==> src/hdl/cfbm_pkg.sv <==
// Shared constants, field positions and carrier types of the flag unit.
package cfbm_pkg;

  // Clock rate and the oscillator stabilisation time after a stop wake.
  localparam int unsigned CLK_MHZ   = 125;
  localparam int unsigned T_STAB_NS = 32768;
  localparam int unsigned STAB_CYC  = (T_STAB_NS * CLK_MHZ + 999) / 1000;
  localparam logic [12:0] STAB_CNT  = 13'(STAB_CYC - 1);

  // Bit positions inside the flag byte.
  localparam int unsigned BIT_V = 7;
  localparam int unsigned BIT_H = 4;
  localparam int unsigned BIT_I = 3;
  localparam int unsigned BIT_N = 2;
  localparam int unsigned BIT_Z = 1;
  localparam int unsigned BIT_C = 0;
  localparam logic [7:0]  FLAG_ONES = 8'h60;
  localparam logic [7:0]  FLAG_RST  = 8'h68;

  // Pointer reset values and vectors.
  localparam logic [15:0] SP_RST      = 16'h00FF;
  localparam logic [15:0] VEC_BRK     = 16'hFFFC;
  localparam logic [15:0] VEC_BRK_MON = 16'hFEFC;
  localparam logic [15:0] VEC_IRQ_TOP = 16'hFFFA;
  localparam logic [15:0] PC_STEP     = 16'h0002;

  // Opcodes decoded here and cycle counts of the timed operations.
  localparam logic [7:0]  OPC_AIS = 8'hA7;
  localparam logic [7:0]  OPC_AIX = 8'hAF;
  localparam logic [7:0]  OPC_BCC = 8'h24;
  localparam logic [12:0] CYC_ONE = 13'h0001;
  localparam logic [12:0] CYC_AIS = 13'h0002;
  localparam logic [12:0] CYC_AIX = 13'h0002;
  localparam logic [12:0] CYC_BCC = 13'h0003;

  // Interrupt request lines; line 0 is the external pin and wakes stop.
  localparam int unsigned NIRQ    = 4;
  localparam int unsigned IRQ_EXT = 0;
  localparam logic [2:0]  LAST_STACK_BYTE = 3'h4;
  localparam logic [2:0]  PULL_END        = 3'h5;

  // Register map of the plain register port.
  localparam logic [3:0] A_FLAG = 4'h0;
  localparam logic [3:0] A_SPL  = 4'h1;
  localparam logic [3:0] A_SPH  = 4'h2;
  localparam logic [3:0] A_XL   = 4'h3;
  localparam logic [3:0] A_XH   = 4'h4;
  localparam logic [3:0] A_PCL  = 4'h5;
  localparam logic [3:0] A_PCH  = 4'h6;
  localparam logic [3:0] A_STAT = 4'h7;

  typedef enum logic [4:0] {
    K_NONE, K_ADD, K_ADC, K_SUB, K_AND, K_ASL, K_ASR, K_AIS, K_AIX,
    K_BCC, K_CLI, K_SEI, K_WAIT, K_STOP, K_RTI, K_PUSH_INDEX_HIGH_OP, K_PULL_INDEX_HIGH_OP, K_SWI
  } cfbm_kind_t;

  typedef enum logic [3:0] {
    PH_RUN, PH_PUSH, PH_MASK, PH_VEC, PH_PULL, PH_PULL_INDEX_HIGH_OP,
    PH_WAIT, PH_STOP, PH_STAB
  } cfbm_phase_t;

  typedef struct packed {
    logic       valid;
    logic [7:0] opcode;
    cfbm_kind_t kind;
    logic [7:0] a;
    logic [7:0] m;
  } cfbm_op_t;

  typedef struct packed {
    logic        we;
    logic        re;
    logic [15:0] addr;
    logic [7:0]  wdata;
  } cfbm_stk_t;

endpackage

==> src/hdl/cfbm_flag_unit.sv <==
// Flag byte, interrupt mask and pointer adjust logic of the 8-bit core.
//
// The plain strobed port and the register addresses were decided locally.
`timescale 1ns/10ps
`default_nettype none

// Operation
// - Eight-bit flag byte, bits six, five one.
// - Overflow flag follows two's complement overflow.
// - Half carry from bit three on adds.
// - Mask blocks interrupts; set after stacking.
// - Upper index byte never stacked on entry.
// - Highest-priority pending request is serviced first.
// - Return pulls registers and saved mask.
// - Reset sets mask; only unmask, wait, stop or return clears it.
// - Negative flag copies result bit seven.
// - Zero flag set on zero result.
// - Carry on add carry, borrow, shifts.
// - Wait clears mask, stops clock.
// - Stop clears mask; restart after stabilisation.
// - Break traps through break or monitor vector.
// - Return ends break once request gone.
// - Stack pointer add signed immediate, two cycles.
// - Index add signed immediate, two cycles.
// - Branch when carry clear, three cycles.
// - Push decrements, pull increments stack pointer.
module cfbm_flag_unit
  import cfbm_pkg::*;
(
  input  wire logic              clk_sys,    // Core clock, 125 MHz.
  input  wire logic              rstn,       // Asynchronous reset, low.
  input  wire logic [3:0]        reg_addr,   // Register address.
  input  wire logic [7:0]        reg_wdata,  // Register write data.
  input  wire logic              reg_wr,     // Register write strobe.
  input  wire logic              reg_rd,     // Register read strobe.
  output logic      [7:0]        reg_rdata,  // Read data, next cycle.
  input  wire cfbm_op_t          op_i,       // Operation from decode.
  output logic                   op_ready,   // Operation may be taken.
  output logic                   op_done,    // Operation finished.
  input  wire logic [7:0]        acc_i,      // Accumulator for stacking.
  output logic                   acc_ld,     // Accumulator load pulse.
  output logic      [7:0]        acc_val,    // Accumulator load value.
  input  wire logic [NIRQ-1:0]   irq_req,    // Interrupt requests.
  output logic                   vec_fetch,  // Vector fetch pulse.
  output logic      [15:0]       vec_addr,   // Vector address.
  input  wire logic              brk_en,     // Break support enabled.
  input  wire logic              brk_req,    // Break request level.
  input  wire logic              mon_mode,   // Monitor mode selected.
  output cfbm_stk_t              stk_o,      // Stack memory request.
  input  wire logic [7:0]        stk_rdata,  // Stack data while re high.
  input  wire logic              pc_ld,      // Core loads program count.
  input  wire logic [15:0]       pc_val,     // Value for that load.
  output logic      [7:0]        flag_byte,  // Flag byte.
  output logic      [15:0]       sp_o,       // Stack pointer.
  output logic      [15:0]       hx_o,       // Index register.
  output logic      [15:0]       pc_o,       // Program counter.
  output logic                   cpu_clk_en, // Core clock enable.
  output logic                   in_break    // Break handler active.
);

  typedef struct packed {
    logic [7:0]  flags;
    logic [15:0] sp;
    logic [15:0] hx;
    logic [15:0] pc;
    cfbm_phase_t phase;
    logic [12:0] cnt;
    logic [2:0]  idx;
    logic [15:0] vec;
    logic        in_brk;
    logic        done;
    logic        acc_ld;
    logic [7:0]  acc_val;
    cfbm_stk_t   stk;
    logic        vec_fetch;
    logic [7:0]  rdata;
  } cfbm_st_t;

  localparam cfbm_st_t ST_RST = '{
    flags: FLAG_RST, sp: SP_RST, hx: '0, pc: '0, phase: PH_RUN,
    cnt: '0, idx: '0, vec: '0, in_brk: 1'b0, done: 1'b0, acc_ld: 1'b0,
    acc_val: '0, stk: '0, vec_fetch: 1'b0, rdata: '0};

  cfbm_st_t   st;
  cfbm_st_t   next_st;
  logic       rst_meta_n;
  logic       rst_n_s;
  logic       brk_pend;
  logic       irq_pend;
  logic       take;
  logic       accept;
  cfbm_kind_t kind;
  logic [1:0] prio;
  logic       cin;
  logic [8:0] sum;
  logic [4:0] nib;
  logic [8:0] dif;
  logic [15:0] rel;
  logic [7:0] res;
  logic [12:0] cyc;

  // Opcode decode for the table-defined operations; other kinds come in.
  function automatic cfbm_kind_t decode(input logic [7:0] opc,
                                        input cfbm_kind_t k);
    cfbm_kind_t d;
    d = k;
    if (opc == OPC_AIS) d = K_AIS;
    else if (opc == OPC_AIX) d = K_AIX;
    else if (opc == OPC_BCC) d = K_BCC;
    return d;
  endfunction

  // Lowest request index wins; used for the vector choice only.
  function automatic logic [1:0] pick(input logic [NIRQ-1:0] req);
    logic [1:0] p;
    p = '0;
    for (int i = NIRQ - 1; i >= 0; i--)
    begin
      if (req[i]) p = 2'(i);
    end
    return p;
  endfunction

  // Reset release passes two flops so no flop sees a ragged release.
  always_ff @(posedge clk_sys or negedge rstn)
  begin
    if (!rstn)
    begin
      rst_meta_n <= 1'b0;
      rst_n_s    <= 1'b0;
    end
    else
    begin
      rst_meta_n <= 1'b1;
      rst_n_s    <= rst_meta_n;
    end
  end

  // Break traps ignore the mask; maskable requests wait for it to clear.
  assign brk_pend = brk_en && brk_req && !st.in_brk;
  assign irq_pend = |irq_req && !st.flags[BIT_I];
  assign take     = rst_n_s && st.phase == PH_RUN && st.cnt == '0 &&
                    (brk_pend || irq_pend);
  assign op_ready = rst_n_s && st.phase == PH_RUN && st.cnt == '0 && !take;
  assign accept   = op_ready && op_i.valid;
  assign kind     = decode(op_i.opcode, op_i.kind);
  assign prio     = pick(irq_req);

  // Adder, subtractor and sign extension of the operand.
  assign cin = (kind == K_ADC) ? st.flags[BIT_C] : 1'b0;
  assign sum = {1'b0, op_i.a} + {1'b0, op_i.m} + {8'h00, cin};
  assign nib = {1'b0, op_i.a[3:0]} + {1'b0, op_i.m[3:0]} + {4'h0, cin};
  assign dif = {1'b0, op_i.a} - {1'b0, op_i.m};
  assign rel = {{8{op_i.m[7]}}, op_i.m};

  // Next state of the whole block.
  always_comb
  begin
    next_st           = st;
    next_st.done      = 1'b0;
    next_st.acc_ld    = 1'b0;
    next_st.stk.we    = 1'b0;
    next_st.stk.re    = 1'b0;
    next_st.vec_fetch = 1'b0;
    next_st.rdata     = 8'h00;
    res               = 8'h00;
    cyc               = CYC_ONE;
    // Register port; software may set the mask but never clear it.
    if (reg_rd)
    begin
      unique case (reg_addr)
        A_FLAG:  next_st.rdata = st.flags;
        A_SPL:   next_st.rdata = st.sp[7:0];
        A_SPH:   next_st.rdata = st.sp[15:8];
        A_XL:    next_st.rdata = st.hx[7:0];
        A_XH:    next_st.rdata = st.hx[15:8];
        A_PCL:   next_st.rdata = st.pc[7:0];
        A_PCH:   next_st.rdata = st.pc[15:8];
        A_STAT:  next_st.rdata = {3'h0, st.in_brk, st.phase};
        default: next_st.rdata = 8'h00;
      endcase
    end
    if (reg_wr)
    begin
      unique case (reg_addr)
        A_FLAG:
        begin
          next_st.flags = reg_wdata | FLAG_ONES;
          next_st.flags[BIT_I] = st.flags[BIT_I] | reg_wdata[BIT_I];
        end
        A_SPL:   next_st.sp[7:0]  = reg_wdata;
        A_SPH:   next_st.sp[15:8] = reg_wdata;
        A_XL:    next_st.hx[7:0]  = reg_wdata;
        A_XH:    next_st.hx[15:8] = reg_wdata;
        A_PCL:   next_st.pc[7:0]  = reg_wdata;
        A_PCH:   next_st.pc[15:8] = reg_wdata;
        default: ;
      endcase
    end
    if (pc_ld) next_st.pc = pc_val;
    unique case (st.phase)
      PH_RUN:
      begin
        if (st.cnt != '0)
        begin
          next_st.cnt  = st.cnt - CYC_ONE;
          next_st.done = (st.cnt == CYC_ONE);
        end
        if (take)
        begin
          // Entry stacks PC, X, A and flags; upper index stays put.
          next_st.phase = PH_PUSH;
          next_st.idx   = '0;
          next_st.in_brk = st.in_brk | brk_pend;
          if (brk_pend)
            next_st.vec = mon_mode ? VEC_BRK_MON : VEC_BRK;
          else
            next_st.vec = VEC_IRQ_TOP - {13'h0000, prio, 1'b0};
        end
        else if (accept)
        begin
          // Flags not named below are left as they were.
          unique case (kind)
            K_ADD, K_ADC:
            begin
              res = sum[7:0];
              next_st.flags[BIT_H] = nib[4];
              next_st.flags[BIT_C] = sum[8];
              next_st.flags[BIT_V] = (op_i.a[7] == op_i.m[7]) &&
                                     (res[7] != op_i.a[7]);
            end
            K_SUB:
            begin
              res = dif[7:0];
              next_st.flags[BIT_C] = dif[8];
              next_st.flags[BIT_V] = (op_i.a[7] != op_i.m[7]) &&
                                     (res[7] != op_i.a[7]);
            end
            K_AND:
            begin
              res = op_i.a & op_i.m;
              next_st.flags[BIT_V] = 1'b0;
            end
            K_ASL:
            begin
              res = {op_i.a[6:0], 1'b0};
              next_st.flags[BIT_C] = op_i.a[7];
              next_st.flags[BIT_V] = res[7] ^ op_i.a[7];
            end
            K_ASR:
            begin
              res = {op_i.a[7], op_i.a[7:1]};
              next_st.flags[BIT_C] = op_i.a[0];
              next_st.flags[BIT_V] = res[7] ^ op_i.a[0];
            end
            K_AIS:
            begin
              next_st.sp = st.sp + rel;
              cyc = CYC_AIS;
            end
            K_AIX:
            begin
              next_st.hx = st.hx + rel;
              cyc = CYC_AIX;
            end
            K_BCC:
            begin
              next_st.pc = st.pc + PC_STEP;
              if (!st.flags[BIT_C]) next_st.pc = st.pc + PC_STEP + rel;
              cyc = CYC_BCC;
            end
            K_CLI:  next_st.flags[BIT_I] = 1'b0;
            K_SEI:  next_st.flags[BIT_I] = 1'b1;
            K_WAIT:
            begin
              next_st.flags[BIT_I] = 1'b0;
              next_st.phase = PH_WAIT;
            end
            K_STOP:
            begin
              next_st.flags[BIT_I] = 1'b0;
              next_st.phase = PH_STOP;
            end
            K_RTI:
            begin
              next_st.phase = PH_PULL;
              next_st.idx   = '0;
            end
            K_PUSH_INDEX_HIGH_OP:
            begin
              next_st.stk.we    = 1'b1;
              next_st.stk.addr  = st.sp;
              next_st.stk.wdata = st.hx[15:8];
              next_st.sp        = st.sp - 16'h0001;
            end
            K_PULL_INDEX_HIGH_OP:
            begin
              next_st.phase = PH_PULL_INDEX_HIGH_OP;
              next_st.idx   = '0;
            end
            K_SWI:
            begin
              next_st.phase = PH_PUSH;
              next_st.idx   = '0;
              next_st.vec   = VEC_BRK;
            end
            default: ;
          endcase
          if (kind inside {K_ADD, K_ADC, K_SUB, K_AND, K_ASL, K_ASR})
          begin
            next_st.flags[BIT_N] = res[7];
            next_st.flags[BIT_Z] = (res == 8'h00);
            next_st.acc_ld  = 1'b1;
            next_st.acc_val = res;
          end
          if (kind inside {K_NONE, K_ADD, K_ADC, K_SUB, K_AND, K_ASL,
                           K_ASR, K_AIS, K_AIX, K_BCC, K_CLI, K_SEI,
                           K_PUSH_INDEX_HIGH_OP})
          begin
            next_st.cnt  = cyc - CYC_ONE;
            next_st.done = (cyc == CYC_ONE);
          end
        end
      end
      PH_PUSH:
      begin
        // Return address low first, flag byte last, pointer going down.
        next_st.stk.we   = 1'b1;
        next_st.stk.addr = st.sp;
        next_st.sp       = st.sp - 16'h0001;
        unique case (st.idx)
          3'h0:    next_st.stk.wdata = st.pc[7:0];
          3'h1:    next_st.stk.wdata = st.pc[15:8];
          3'h2:    next_st.stk.wdata = st.hx[7:0];
          3'h3:    next_st.stk.wdata = acc_i;
          default: next_st.stk.wdata = st.flags;
        endcase
        next_st.idx = st.idx + 3'h1;
        if (st.idx == LAST_STACK_BYTE) next_st.phase = PH_MASK;
      end
      PH_MASK:
      begin
        // Mask goes up only once the frame is on the stack.
        next_st.flags[BIT_I] = 1'b1;
        next_st.phase = PH_VEC;
      end
      PH_VEC:
      begin
        next_st.vec_fetch = 1'b1;
        next_st.phase     = PH_RUN;
      end
      PH_PULL:
      begin
        // Data is valid while the registered read strobe is high.
        if (st.idx != PULL_END)
        begin
          next_st.stk.re   = 1'b1;
          next_st.stk.addr = st.sp + 16'h0001;
          next_st.sp       = st.sp + 16'h0001;
        end
        if (st.stk.re)
        begin
          unique case (st.idx)
            3'h1:
              next_st.flags = stk_rdata | FLAG_ONES;
            3'h2:
            begin
              next_st.acc_ld  = 1'b1;
              next_st.acc_val = stk_rdata;
            end
            3'h3:    next_st.hx[7:0]  = stk_rdata;
            3'h4:    next_st.pc[15:8] = stk_rdata;
            default: next_st.pc[7:0]  = stk_rdata;
          endcase
        end
        next_st.idx = st.idx + 3'h1;
        if (st.idx == PULL_END)
        begin
          next_st.idx   = '0;
          next_st.phase = PH_RUN;
          next_st.done  = 1'b1;
          if (!brk_req) next_st.in_brk = 1'b0;
        end
      end
      PH_PULL_INDEX_HIGH_OP:
      begin
        next_st.idx = st.idx + 3'h1;
        if (st.idx == 3'h0)
        begin
          next_st.stk.re   = 1'b1;
          next_st.stk.addr = st.sp + 16'h0001;
          next_st.sp       = st.sp + 16'h0001;
        end
        else
        begin
          next_st.hx[15:8] = stk_rdata;
          next_st.phase    = PH_RUN;
          next_st.done     = 1'b1;
        end
      end
      PH_WAIT:
      begin
        // Any request wakes; the mask stays clear for its service.
        if (|irq_req)
        begin
          next_st.phase = PH_RUN;
          next_st.done  = 1'b1;
        end
      end
      PH_STOP:
      begin
        if (irq_req[IRQ_EXT])
        begin
          next_st.phase = PH_STAB;
          next_st.cnt   = STAB_CNT;
        end
      end
      PH_STAB:
      begin
        // Oscillator settles before the core clock runs again; the count
        // stops at zero so that the run phase is not left looking busy.
        if (st.cnt == '0)
        begin
          next_st.phase = PH_RUN;
          next_st.done  = 1'b1;
        end
        else
          next_st.cnt = st.cnt - CYC_ONE;
      end
    endcase
  end

  // Every reset sets the mask; a wake from low power leaves it clear.
  always_ff @(posedge clk_sys or negedge rstn)
  begin
    if (!rstn)
      st <= ST_RST;
    else if (!rst_n_s)
      st <= ST_RST;
    else
      st <= next_st;
  end

  assign reg_rdata  = st.rdata;
  assign op_done    = st.done;
  assign acc_ld     = st.acc_ld;
  assign acc_val    = st.acc_val;
  assign vec_fetch  = st.vec_fetch;
  assign vec_addr   = st.vec;
  assign stk_o      = st.stk;
  assign flag_byte  = st.flags;
  assign sp_o       = st.sp;
  assign hx_o       = st.hx;
  assign pc_o       = st.pc;
  assign in_break   = st.in_brk;
  assign cpu_clk_en = !(st.phase inside {PH_WAIT, PH_STOP, PH_STAB});
endmodule

`default_nettype wire

==> config.mk <==
export PLATFORM = sky130hd
export DESIGN_NAME = cfbm_flag_unit
export DESIGN_NICKNAME = d
export VERILOG_FILES = /design/src/hdl/cfbm_pkg.sv /design/src/hdl/cfbm_flag_unit.sv
export SDC_FILE = /design/constraint.sdc
export NUM_CORES = 1
export LEC_CHECK = 0
export BUFFER_PORTS_ARGS = -buffer_cell sky130_fd_sc_hd__buf_2
export CAP_MARGIN = 5
export CELL_PAD_IN_SITES_DETAIL_PLACEMENT = 1
export CELL_PAD_IN_SITES_GLOBAL_PLACEMENT = 1
export CORE_UTILIZATION = 44
export DETAILED_ROUTE_END_ITERATION = 6
export PLACE_DENSITY_LB_ADDON = 0.1
export SLEW_MARGIN = 15
export SYNTH_ARGS = -nofsm -noshare
export SYNTH_HDL_FRONTEND = slang
export SYNTH_SLANG_ARGS = --single-unit
==> constraint.sdc <==
create_clock -name clk_sys -period 4.3 [get_ports clk_sys]
set_input_delay 0.86 -clock clk_sys [delete_from_list [all_inputs] [get_ports clk_sys]]
set_output_delay 0.86 -clock clk_sys [all_outputs]
set_load 0.05 [all_outputs]
# == Word-level counts from Yosys, hierarchy flattened ==
# Index checks and enable logic that the tools add are counted.
# word_totals
out_inout_bits,120
ff_bits,140
word_cells,263
# classes
n_reduce_logical,40
n_eq_ne,75
n_mux,108
n_addsub,15
n_bitwise,5
# ops
op,count
16-bit 2-to-1 mux,9
138-bit 2-to-1 mux,1
8-bit 2-to-1 mux,17
16-bit case mux with 4 select lines,2
24-bit 2-to-1 mux,4
13-bit 2-to-1 mux,7
89-bit 2-to-1 mux,1
8-bit case mux with 8 select lines,1
56-bit 2-to-1 mux,1
53-bit 2-to-1 mux,1
17-bit 2-to-1 mux,3
16-bit adder,3
24-bit case mux with 2 select lines,1
3-bit inequality test (second input constant),15
5-bit by 4-bit equality test with 1-bit output (second input constant),8
8-bit case mux with 5 select lines,1
13-bit case mux with 3 select lines,1
9-bit 2-to-1 mux,4
4-bit case mux with 9 select lines,1
4-bit by 3-bit equality test with 1-bit output (second input constant),8
16-bit case mux with 2 select lines,1
8-bit case mux with 2 select lines,2
8-bit case mux with 4 select lines,1
13-bit by 1-bit equality test with 1-bit output (second input constant),2
70 further kinds,148

# == Depth between registers and ports, before layout ==
# Gate-level depths: netlist of run 1.
# logic_depth
ltp_word,17
depth_mapped,15

# == Worst setup path before layout of run 1 ==
# Ideal clock, no wire load.
# synth_path
kind,input to register
startpoint,in op_i[17] (netlist name)
endpoint,"reg st, in the netlist flag_byte[1]"
required_ns,4.222
arrival_time_ns,4.455
n_path_buf,1
setup_time_ns,0.078
cell_stages,14
path_slack_ns,-0.232
path_cell_list,clkbuf_1 > nor3b_1 > nand3_1 > fa_1 > inv_1 > fa_1 > inv_1 > o311a_1 > o311a_1 > a221o_1 > a211oi_2 > nand4_1 > or4_1 > a21oi_1
# synth_between
elab_chain_cells,16
# synth_rtl
element,line,rtl
from (decl),cfbm_flag_unit.sv:37,"input wire cfbm_op_t op_i,"
5-bit 2-to-1 mux *,cfbm_flag_unit.sv:109,else if (opc == OPC_BCC) d = K_BCC;
5-bit 2-to-1 mux *,cfbm_flag_unit.sv:108,else if (opc == OPC_AIX) d = K_AIX;
5-bit 2-to-1 mux *,cfbm_flag_unit.sv:107,if (opc == OPC_AIS) d = K_AIS;
5-bit by 2-bit equality test with 1-bit output,"cfbm_flag_unit.sv:150, cfbm_flag_unit.sv:223, cfbm_flag_unit.sv:309",
1-bit 2-to-1 mux,cfbm_flag_unit.sv:150,assign cin = (kind == K_ADC) ? st.flags[BIT_C] : 1'b0;
9-bit by 1-bit adder with 9-bit output,cfbm_flag_unit.sv:151,"assign sum = {1'b0, op_i.a} + {1'b0, op_i.m} + {8'h00, cin};"
8-bit case mux with 5 select lines,cfbm_flag_unit.sv:223,unique case (kind)
8-bit 2-to-1 mux,cfbm_flag_unit.sv:220,else if (accept)
8-bit 2-to-1 mux,cfbm_flag_unit.sv:209,if (take)
8-bit 2-to-1 mux,cfbm_flag_unit.sv:201,unique case (st.phase)
8-bit zero test,cfbm_flag_unit.sv:312,next_st.flags[BIT_Z] = (res == 8'h00);
2-bit 2-to-1 mux *,cfbm_flag_unit.sv:309,"if (kind inside {K_ADD, K_ADC, K_SUB, K_AND, K_ASL, K_ASR})"
89-bit 2-to-1 mux *,cfbm_flag_unit.sv:220,
53-bit 2-to-1 mux *,cfbm_flag_unit.sv:209,
3-bit case mux with 2 select lines *,cfbm_flag_unit.sv:201,
138-bit 2-to-1 mux *,cfbm_flag_unit.sv:438,else if (!rst_n_s)
to (signal assigned),cfbm_flag_unit.sv:441,st <= next_st;
to (decl),cfbm_flag_unit.sv:84,cfbm_st_t st;
# Mark *: on every way between the ends. The rest lies on a longest branch, timed or not. The select of a mux whose other input is x is not followed.
# A chain may end at the register's enable or synchronous reset.

# == Worst setup path after layout of run 1 ==
# layout_path
startpoint,in op_i[21] (netlist name)
endpoint,"reg st, in the netlist flag_byte[1]"
# layout_between
elab_chain_cells,17
# layout_rtl
element,line
8-bit by 6-bit equality test with 1-bit output,cfbm_flag_unit.sv:109
5-bit 2-to-1 mux,cfbm_flag_unit.sv:109
5-bit 2-to-1 mux,cfbm_flag_unit.sv:108
5-bit 2-to-1 mux *,cfbm_flag_unit.sv:107
5-bit by 2-bit equality test with 1-bit output,"cfbm_flag_unit.sv:150, cfbm_flag_unit.sv:223, cfbm_flag_unit.sv:309"
1-bit 2-to-1 mux,cfbm_flag_unit.sv:150
9-bit by 1-bit adder with 9-bit output,cfbm_flag_unit.sv:151
8-bit case mux with 5 select lines,cfbm_flag_unit.sv:223
8-bit 2-to-1 mux,cfbm_flag_unit.sv:220
8-bit 2-to-1 mux,cfbm_flag_unit.sv:209
8-bit 2-to-1 mux,cfbm_flag_unit.sv:201
8-bit zero test,cfbm_flag_unit.sv:312
2-bit 2-to-1 mux *,cfbm_flag_unit.sv:309
89-bit 2-to-1 mux *,cfbm_flag_unit.sv:220
53-bit 2-to-1 mux *,cfbm_flag_unit.sv:209
3-bit case mux with 2 select lines *,cfbm_flag_unit.sv:201
138-bit 2-to-1 mux *,cfbm_flag_unit.sv:438
# Marks and branches as above.

==> impl_metrics.json, run 1 <==
{
  "worst_slack_ps": 367,
  "drt_iter0_drc": 1567,
  "post_cts_resize_count": 0,
  "synth_edf_count": 0,
  "cts_setup_buffers": 0,
  "drcViolationCount": 0,
  "path_cells": "buf_2, or4_4, a21oi_1, nor3_1, nand3_1, fa_1, inv_1, fa_1, inv_1, o311a_1, o311a_1, a221o_1, a211oi_2, nand4_1, or4_1, a21oi_1",
  "worstSetupStartpointType": "input pin",
  "finalHoldViolCount": 0,
  "clk_pin_slew_ps": 70,
  "ys_warn_count": 0,
  "ys.flop_type": "dfrtp_1",
  "die_area_um2": 33000,
  "cts.htree.levels": 4,
  "fillers": 4044,
  "drtAntennaViolNets": 0,
  "fmax_ghz": 0.254,
  "globalRouteOverflowTotal": 0,
  "drv_slew": 0,
  "core_region_area_um2": 31600,
  "power.density_nw_per_um2": 519,
  "crit_fanout": 5,
  "post-route-period-util": 0.915,
  "path_buf_inv": 3,
  "worstPathRequired_ps": 4680,
  "place_congestion": 0.957,
  "drtPass1Iterations": 6,
  "hp-class": "reg2reg",
  "max-slew-margin-rel": 0.353,
  "setup_viol": 0,
  "ys_seq_area_frac": 0.228,
  "ios": 206,
  "pre_cts_slack_ps": -52.1,
  "finClkSkew_ps": 14.5,
  "critPathCaptureType": "flip-flop",
  "dpl.hpwl_um": 46400,
  "antenna_found_initial": 3,
  "syn_nets": 2053,
  "worstMarginPinSlew_ps": 970,
  "cts_tree": "yes",
  "root_buffer": "clkbuf_16",
  "final_cell_mix": "224 x nand2_1, 203 x buf_2, 161 x nor2_1",
  "rows": 65,
  "synth_top_area_cell": "dfrtp_1",
  "critPathTopFamily": "compound AO/OA/AOI/OAI gates",
  "postCtsHoldBufs": 0,
  "avgSynthCellArea_um2": 7.52,
  "ys_ff_latch": 129,
  "drive_above_1_share": 0.176,
  "yosys-top-cells-area": "dfrtp_1 21%, ha_1 6.2%, buf_4 6.0%",
  "async_reset_ff_frac": 1.00,
  "final_util": 0.492,
  "outcome": "finished clean",
  "tns_ps": 0,
  "p_leak_nw": 6.86,
  "synth_top_area_frac": 0.208,
  "path_class": "in2reg",
  "fp.dieH_um": 182,
  "initial_utilization": 0.449,
  "critPathMaxStageDelay_ps": 490,
  "track_usage": 0.380,
  "clkSinkCount": 129,
  "hold-worst-slack_ps": 362,
  "vias": 15800,
  "drt-vias-per-instance": 6.69,
  "cts_buffer_depth": 2,
  "dieWidth_um": 182,
  "cts_buffers": 17,
  "drt_wl_total_um": 63200,
  "ir_drop_mv": 0.307,
  "io_buffers": 204,
  "wl_per_cell_um": 26.8,
  "maxCapViolCount": 0,
  "synth_cells": 1890,
  "rsz0062_at_grt": "false",
  "cp_slowest_cell": "or4_1",
  "syn-cell-area_um2": 14200,
  "grt_pass1_vias": 15400,
  "final_common_cell": "nand2_1",
  "grt_max_degree": 92,
  "clk_latency_ps": 460,
  "layout.nets": 2108,
  "grt_pass1_wl_um": 95200,
  "critical_path_arrival_ps": 4310,
  "fin_crit_ps": 3930,
  "area.growth.synth_to_final_pct": 9.43,
  "yosysUniqueCellTypes": 88
}
area by class of cell:
| class | count | area, um^2 | area share |
|---|---|---|---|
| Clock inverter | 11 | 155 | 0.00997 |
| Tap cell | 402 | 503 | 0.0323 |
| Clock buffer | 20 | 467 | 0.0300 |
| Timing Repair Buffer | 269 | 1520 | 0.0974 |
| Antenna cell | 2 | 5.00 | 0.000322 |
| Multi-Input combinational cell | 1483 | 9500 | 0.611 |
| Sequential cell | 129 | 3240 | 0.208 |
| Inverter | 45 | 169 | 0.0109 |
through the flow:
step	area [um^2]	std cells	total power [mW]
after floorplan	14200	1890	5.18
after global placement	14900	2328	6.25
after detailed placement	14900	2328	6.35
after CTS	15600	2359	7.98
after global routing	15600	2361	8.45
final	15600	2361	8.07
Yosys cell counts (14+ instances only):
library cell,n
xor2_1,31
nand3_1,64
o211ai_1,25
dfrtp_1,118
xnor2_1,44
inv_1,43
o31ai_1,17
a21o_1,15
o21ai_0,98
o221ai_1,16
ha_1,71
a211oi_1,39
o21ai_1,32
nor2_1,161
a21oi_1,152
o22ai_1,33
nor3_1,54
buf_4,114
nand2_1,224
nand4_1,14
a31oi_1,27
and3_1,22
clkbuf_1,104
mux2i_1,69
nor2b_1,16
worst paths after layout:
| kind | startpoint | end | slack [ps] | cells past startpoint |
|---|---|---|---|---|
| setup / recovery | op_i[21] | flag_byte[1] | 370 | 16 |
| hold / removal | rst_meta_n | rst_n_s | 360 | 0 |
| setup reg to reg | pc_o[1] | pc_o[14] | 450 | 12 |
| hold reg to reg | rst_meta_n | rst_n_s | 360 | 0 |
| max in group asynchronous | rstn | st[75] | 2850 | 2 |
| min in group asynchronous | rstn | stk_o[14] | 510 | 1 |
cell families (layout without fill, tap and decap cells):
group           count (synthesis)  after routing  synth area share
fa+ha+maj                      77             77            0.0709
simple gates                  645            645             0.211
compound gates                601            601             0.277
buf+inv                       278            345             0.105
mux                            83             83            0.0613
other cells                     2              4          0.000528
flops                         129            129             0.228
xor+xnor                       75             75            0.0462
registers in the layout, indices dropped and copies added (netlist names):
register / count
hx_o: 16
vec_addr: 5
rst_meta_n: 1
pc_o: 16
acc_val: 8
st: 20
op_done: 1
stk_o: 26
acc_ld: 1
flag_byte: 8
vec_fetch: 1
rst_n_s: 1
in_break: 1
reg_rdata: 8
sp_o: 16
worst reg2reg max path, stage by stage (launching register included):
cell and delay, ps:
dfrtp_1 590, ha_1 360, nand2_1 100, xnor2_1 230, ha_1 320, a21o_1 210
a211oi_1 470, a311oi_1 200, a211o_1 310, o41ai_1 320, xor2_1 150, o311a_1 310
a211oi_1 200
where the power goes:
group	internal, mW	switching, mW	leakage [nW]	total [mW]
Sequential	1.48	0.545	1.72	2.02
Combinational	1.41	3.03	4.85	4.44
Clock	0.959	0.650	0.291	1.61
layer usage:
metal	global-route usage	up-vias	part of all wire
li1	-	6975	-
met1	0.511	7792	0.42
met2	0.592	819	0.44
met3	0.0654	200	0.083
met4	0.174	2	0.048
met5	0	-	0.00021
Power figures use the tool's default switching activity.
==> inputs of run 2 (changes only) <==
--- a/config.mk
+++ b/config.mk
@@ -10,6 +10,7 @@
 export CELL_PAD_IN_SITES_DETAIL_PLACEMENT = 1
 export CELL_PAD_IN_SITES_GLOBAL_PLACEMENT = 1
 export CORE_UTILIZATION = 44
+export CTS_CLUSTER_DIAMETER = 120
 export DETAILED_ROUTE_END_ITERATION = 6
 export PLACE_DENSITY_LB_ADDON = 0.1
 export SLEW_MARGIN = 15
==> constraint.sdc (replaced) <==
create_clock -name clk_sys -period 4.3 [get_ports clk_sys]
set_input_delay 0.43 -clock clk_sys [delete_from_list [all_inputs] [get_ports clk_sys]]
set_output_delay 0.43 -clock clk_sys [all_outputs]
set_load 0.05 [all_outputs]
==> run 2 against run 1 <==
  * Via count down 0.61%
  * Critical path type is now reg2reg
  * Register-to-register slack about the same
  * The run now ends with hold timing left
  * Flip-flop and latch count unchanged
  * Largest power group unchanged
  * Critical path depth down 4
  * Count of clock-buffer cells in the layout up 2
  * Total power down 0.22%
  * Clock power down 2%
  * First-iteration DRC count down 4.8%
  * Wire length up 1.8%
  * Hold slack worse by 380 ps
  * Non-clock buffer count down 12
==> impl_metrics.json, run 2 (same netlist as run 1, synthesis figures left out) <==
{
  "postPlaceCellArea_um2": 14800,
  "post-route-period-util": 0.897,
  "io_buffers": 204,
  "dieWidth_um": 182,
  "globalRouteOverflowTotal": 0,
  "drtPass1Iterations": 5,
  "tns_ps": 0,
  "finClkSkew_ps": 12.0,
  "cts_buffer_depth": 2,
  "area.growth.synth_to_final_pct": 8.69,
  "dp.cells": 2316,
  "path_class": "reg2reg",
  "cts.htree.levels": 4,
  "track_usage": 0.387,
  "fp.dieH_um": 182,
  "fin_area_um2": 15500,
  "rsz0062_at_grt": "false",
  "root_buffer": "clkbuf_16",
  "instances_no_fill": 2348,
  "ios": 206,
  "postCtsHoldBufs": 0,
  "crit_fanout": 8,
  "grt_pass1_wl_um": 96700,
  "antenna_found_initial": 3,
  "cts_buffers": 17,
  "violations": "hold timing",
  "p_leak_nw": 6.81,
  "dpl.hpwl_um": 47300,
  "finalHoldViolCount": 16,
  "hold-worst-slack_ps": -13.9,
  "post_cts_resize_count": 0,
  "fmax_ghz": 0.259,
  "core_region_area_um2": 31600,
  "worstMarginPinSlew_ps": 1190,
  "grt_max_degree": 64,
  "diodes": 0,
  "initial_utilization": 0.449,
  "max-slew-margin-rel": 0.201,
  "largest_reg_flops": 26,
  "clk_pin_slew_ps": 60,
  "die_area_um2": 33000,
  "maxCapViolCount": 0,
  "worst_slack_ps": 444,
  "rows": 65,
  "layout.nets": 2096,
  "clkSinkCount": 129,
  "final_cell_mix": "224 x nand2_1, 203 x buf_2, 161 x nor2_1",
  "critPathMaxStageDelay_ps": 600,
  "setup_viol": 0,
  "critPathCaptureType": "flip-flop",
  "fillers": 4013,
  "worstSetupStartpointType": "flip-flop",
  "critical_path_arrival_ps": 4220,
  "clk_latency_ps": 450,
  "power.density_nw_per_um2": 521,
  "cp_slowest_cell": "dfrtp_1",
  "drt_wl_total_um": 64300,
  "drcViolationCount": 0,
  "place_congestion": 0.970,
  "drv_slew": 0,
  "drtAntennaViolNets": 0,
  "final_common_cell": "nand2_1",
  "wl_per_cell_um": 27.4,
  "drt-vias-per-instance": 6.68,
  "cts_setup_buffers": 0,
  "hp-class": "in2async",
  "drt_iter0_drc": 1492,
  "fin_crit_ps": 3860,
  "path_cells": "and4_1, nand2_1, xnor2_1, ha_1, a21o_1, a211oi_1, a311oi_1, a211o_1, o41ai_1, xor2_1, o311a_1, a211oi_1",
  "worstPathRequired_ps": 4660,
  "drive_above_1_share": 0.170,
  "grt_pass1_vias": 15400,
  "cts_tree": "yes",
  "ir_drop_mv": 0.298,
  "vias": 15700,
  "pre_cts_slack_ps": 255,
  "crit_path_frequent_cell": "a211oi_1",
  "outcome": "complete, but fails checks"
}
[run 2: through the flow]
| step | utilization | power, mW | hold slack, ps |
|---|---|---|---|
| 6_report | 0.488 | 8.06 | -13.9 |
| 5_1_grt | 0.488 | 8.46 | 35.3 |
| 4_1_cts | 0.488 | 7.96 | 4.99 |
| 3_5_place_dp | 0.469 | 6.36 | 352 |
| 3_3_place_gp | 0.469 | 6.25 | 334 |
| 2_1_floorplan | - | 5.18 | 134 |
[run 2: layout make-up]
class	count	area, um^2	share of cell area
Inverter	45	169	0.0109
Tap cell	402	503	0.0326
Sequential cell	129	3240	0.210
Timing Repair Buffer	257	1430	0.0922
Clock buffer	22	484	0.0313
Multi-Input combinational cell	1483	9500	0.615
Clock inverter	10	133	0.00858
[run 2: report_power, final]
part / internal, mW / switching, mW
logic: 1.42 / 3.03
clock network: 0.968 / 0.603
registers: 1.48 / 0.561
total: 3.86 / 4.19
[run 2: per-layer routing]
metal / track usage / part of all wire
met3: 0.0548 / 0.075
met5: 0 / 0.00036
met1: 0.524 / 0.43
met2: 0.602 / 0.45
met4: 0.195 / 0.049
[run 2: path summary, 6_finish.rpt]
kind | from | endpoint | slack [ps] | cells after the start
setup / recovery | pc_o[5] | pc_o[14] | 440 | 12
hold / removal | rstn | stk_o[21] | -10 | 1
setup reg to reg | pc_o[5] | pc_o[14] | 440 | 12
hold reg to reg | rst_meta_n | rst_n_s | 360 | 0
max in group asynchronous | rstn | pc_o[3] | 3330 | 2
min in group clk_sys | brk_en | in_break | 360 | 3
[run 2: worst max-delay path: cells and delay by family (launching register included)]
kind | cells | cell delay, ps
compound gates | 7 | 2010
xor+xnor | 2 | 400
fa+ha+maj | 1 | 340
flops | 1 | 600
simple gates | 2 | 420
==> inputs of run 3 (changes only) <==
--- a/config.mk
+++ b/config.mk
@@ -8,10 +8,11 @@
 export BUFFER_PORTS_ARGS = -buffer_cell sky130_fd_sc_hd__buf_2
 export CAP_MARGIN = 5
 export CELL_PAD_IN_SITES_DETAIL_PLACEMENT = 1
-export CELL_PAD_IN_SITES_GLOBAL_PLACEMENT = 1
-export CORE_UTILIZATION = 44
+export CELL_PAD_IN_SITES_GLOBAL_PLACEMENT = 2
+export CORE_UTILIZATION = 34
 export CTS_CLUSTER_DIAMETER = 120
 export DETAILED_ROUTE_END_ITERATION = 6
+export GPL_ROUTABILITY_DRIVEN = 1
 export PLACE_DENSITY_LB_ADDON = 0.1
 export SLEW_MARGIN = 15
 export SYNTH_ARGS = -nofsm -noshare
==> run 3 against run 2 <==
  * The flow finishes with violations (DRC)
  * Register-to-register slack about the same
  * Sequential power hardly changed
  * Largest power group unchanged
  * Critical endpoint unchanged
  * Design area rose by 1.4%
  * Non-clock buffer count rose by 4
  * Largest cell class unchanged
  * Via count shrank 2.3%
  * Clock skew up 0.76 ps
  * Final cell count rose by 5.7%
  * Critical path depth unchanged
  * Sequential share of layout area down 0.28 points
  * Global-route usage shrank 6.9 points
  * Total power is 0.43% lower
==> impl_metrics.json, run 3 (same netlist as run 1, synthesis figures left out) <==
{
  "grt_use_met3": 0.0484,
  "p_seq_frac": 0.252,
  "place_congestion": 0.946,
  "path_class": "reg2reg",
  "rows": 74,
  "p_sw_frac": 0.521,
  "fin_crit_ps": 3870,
  "p_leak_nw": 6.84,
  "tns_ps": 0,
  "worstSetupStartpointType": "flip-flop",
  "cts.htree.levels": 4,
  "critical_path_arrival_ps": 4230,
  "cts_buffers": 17,
  "clkSinkCount": 129,
  "comb_power_share": 0.553,
  "outcome": "complete, but fails checks",
  "drive_above_1_share": 0.171,
  "io_buffers": 204,
  "drt-vias-per-instance": 6.18,
  "maxCapViolCount": 0,
  "hold-worst-slack_ps": 330,
  "clkPwrFrac": 0.195,
  "ios": 206,
  "drcViolationCount": 12,
  "postPlaceCellArea_um2": 15000,
  "grt_max_degree": 67,
  "vias": 15300,
  "finalHoldViolCount": 0,
  "worstMarginPinSlew_ps": 1090,
  "layout.nets": 2100,
  "hp-class": "in2reg",
  "rsz0062_at_grt": "false",
  "power.density_nw_per_um2": 512,
  "die_area_um2": 42600,
  "instances_no_fill": 2482,
  "globalRouteOverflowTotal": 0,
  "startpoint": "pc_o[1]",
  "drv_slew": 0,
  "fin_area_um2": 15700,
  "core_region_area_um2": 41000,
  "p_sw_mw": 4.18,
  "setup_viol": 0,
  "hold_start": "irq_req[1]",
  "grt_use_met1": 0.429,
  "finalPower_mw": 8.02,
  "fillers": 5083,
  "fmax_ghz": 0.258,
  "ir_drop_mv": 0.258,
  "critPathCaptureType": "flip-flop",
  "post-route-period-util": 0.900,
  "cts_setup_buffers": 0,
  "internal_power_mw": 3.84,
  "pre_cts_slack_ps": 243,
  "drt_iter0_drc": 1010,
  "cts_buffer_depth": 2,
  "largest_reg_flops": 26,
  "max-slew-margin-rel": 0.270,
  "busiest_layer": "met2",
  "finClkSkew_ps": 12.8,
  "fp.dieH_um": 206,
  "final_common_cell": "nand2_1",
  "diodes": 0,
  "clk_pin_slew_ps": 70,
  "grt_pass1_vias": 15200,
  "grtUsageMet2": 0.501,
  "dpl.hpwl_um": 50300,
  "drt_wl_total_um": 67400,
  "drtAntennaViolNets": 0,
  "crit_fanout": 8,
  "grt_pass1_wl_um": 99800,
  "wl_per_cell_um": 27.1,
  "drtPass1Iterations": 7,
  "track_usage": 0.318,
  "area.growth.synth_to_final_pct": 10.2,
  "dp.cells": 2449,
  "final_cell_mix": "224 x nand2_1, 203 x buf_2, 161 x nor2_1",
  "worstPathRequired_ps": 4660,
  "final_util": 0.382,
  "worst_slack_ps": 431,
  "initial_utilization": 0.347,
  "reg2reg_from": "pc_o[1]",
  "root_buffer": "clkbuf_16",
  "antenna_found_initial": 1,
  "clk_latency_ps": 460,
  "violations": "DRC",
  "dieWidth_um": 206,
  "cts_tree": "yes"
}
## run 3: area by class of cell
class	count	area, um^2	share of cell area
clock inverter	10	134	0.00855
sequential	129	3240	0.207
tap	532	666	0.0425
clock buffer	22	474	0.0303
multi-input combinational	1483	9500	0.606
timing repair buffer	261	1480	0.0947
inverter	45	169	0.0108
## run 3: power by group through the flow
stage	Clock, mW	Sequential, mW	Combinational, mW
after CTS	1.59	2.01	4.40
final	1.56	2.02	4.44
after detailed placement	0	2.03	4.37
after floorplan	0	1.68	3.50
after global placement	0	2.02	4.33
after global routing	1.63	2.05	4.80
## run 3: worst paths after layout
check                                    end  slack, ps  depth (start not counted)
worst max-delay path                pc_o[14]        430                         12
worst min-delay path             vec_addr[3]        330                          3
worst max register to register      pc_o[14]        430                         12
worst min register to register       rst_n_s        350                          0
max in group asynchronous       flag_byte[6]       2870                          3
min in group asynchronous          stk_o[17]        550                          2
## run 3: repair_timing
| item | 4_1_cts | 5_1_grt |
|---|---|---|
| hold endpoints to repair | 10 | 0 |
| gates resized for setup | 0 | 0 |
| hold buffers | 1 | 0 |
## run 3: worst max-delay path, cell delays in order, from the launching register on
cell	delay (ps)
dfrtp_1	570
ha_1	340
nand2_1	100
xnor2_1	220
ha_1	320
a21o_1	210
a211oi_1	490
a311oi_1	210
a211o_1	320
o41ai_1	340
xor2_1	120
o311a_1	300
a211oi_1	230
## run 3: layer usage
metal,wire (um),vias to the layer above
met4,2570,2
met5,13,-
met2,30500,553
met1,30600,7686
li1,-,6937
met3,3770,150
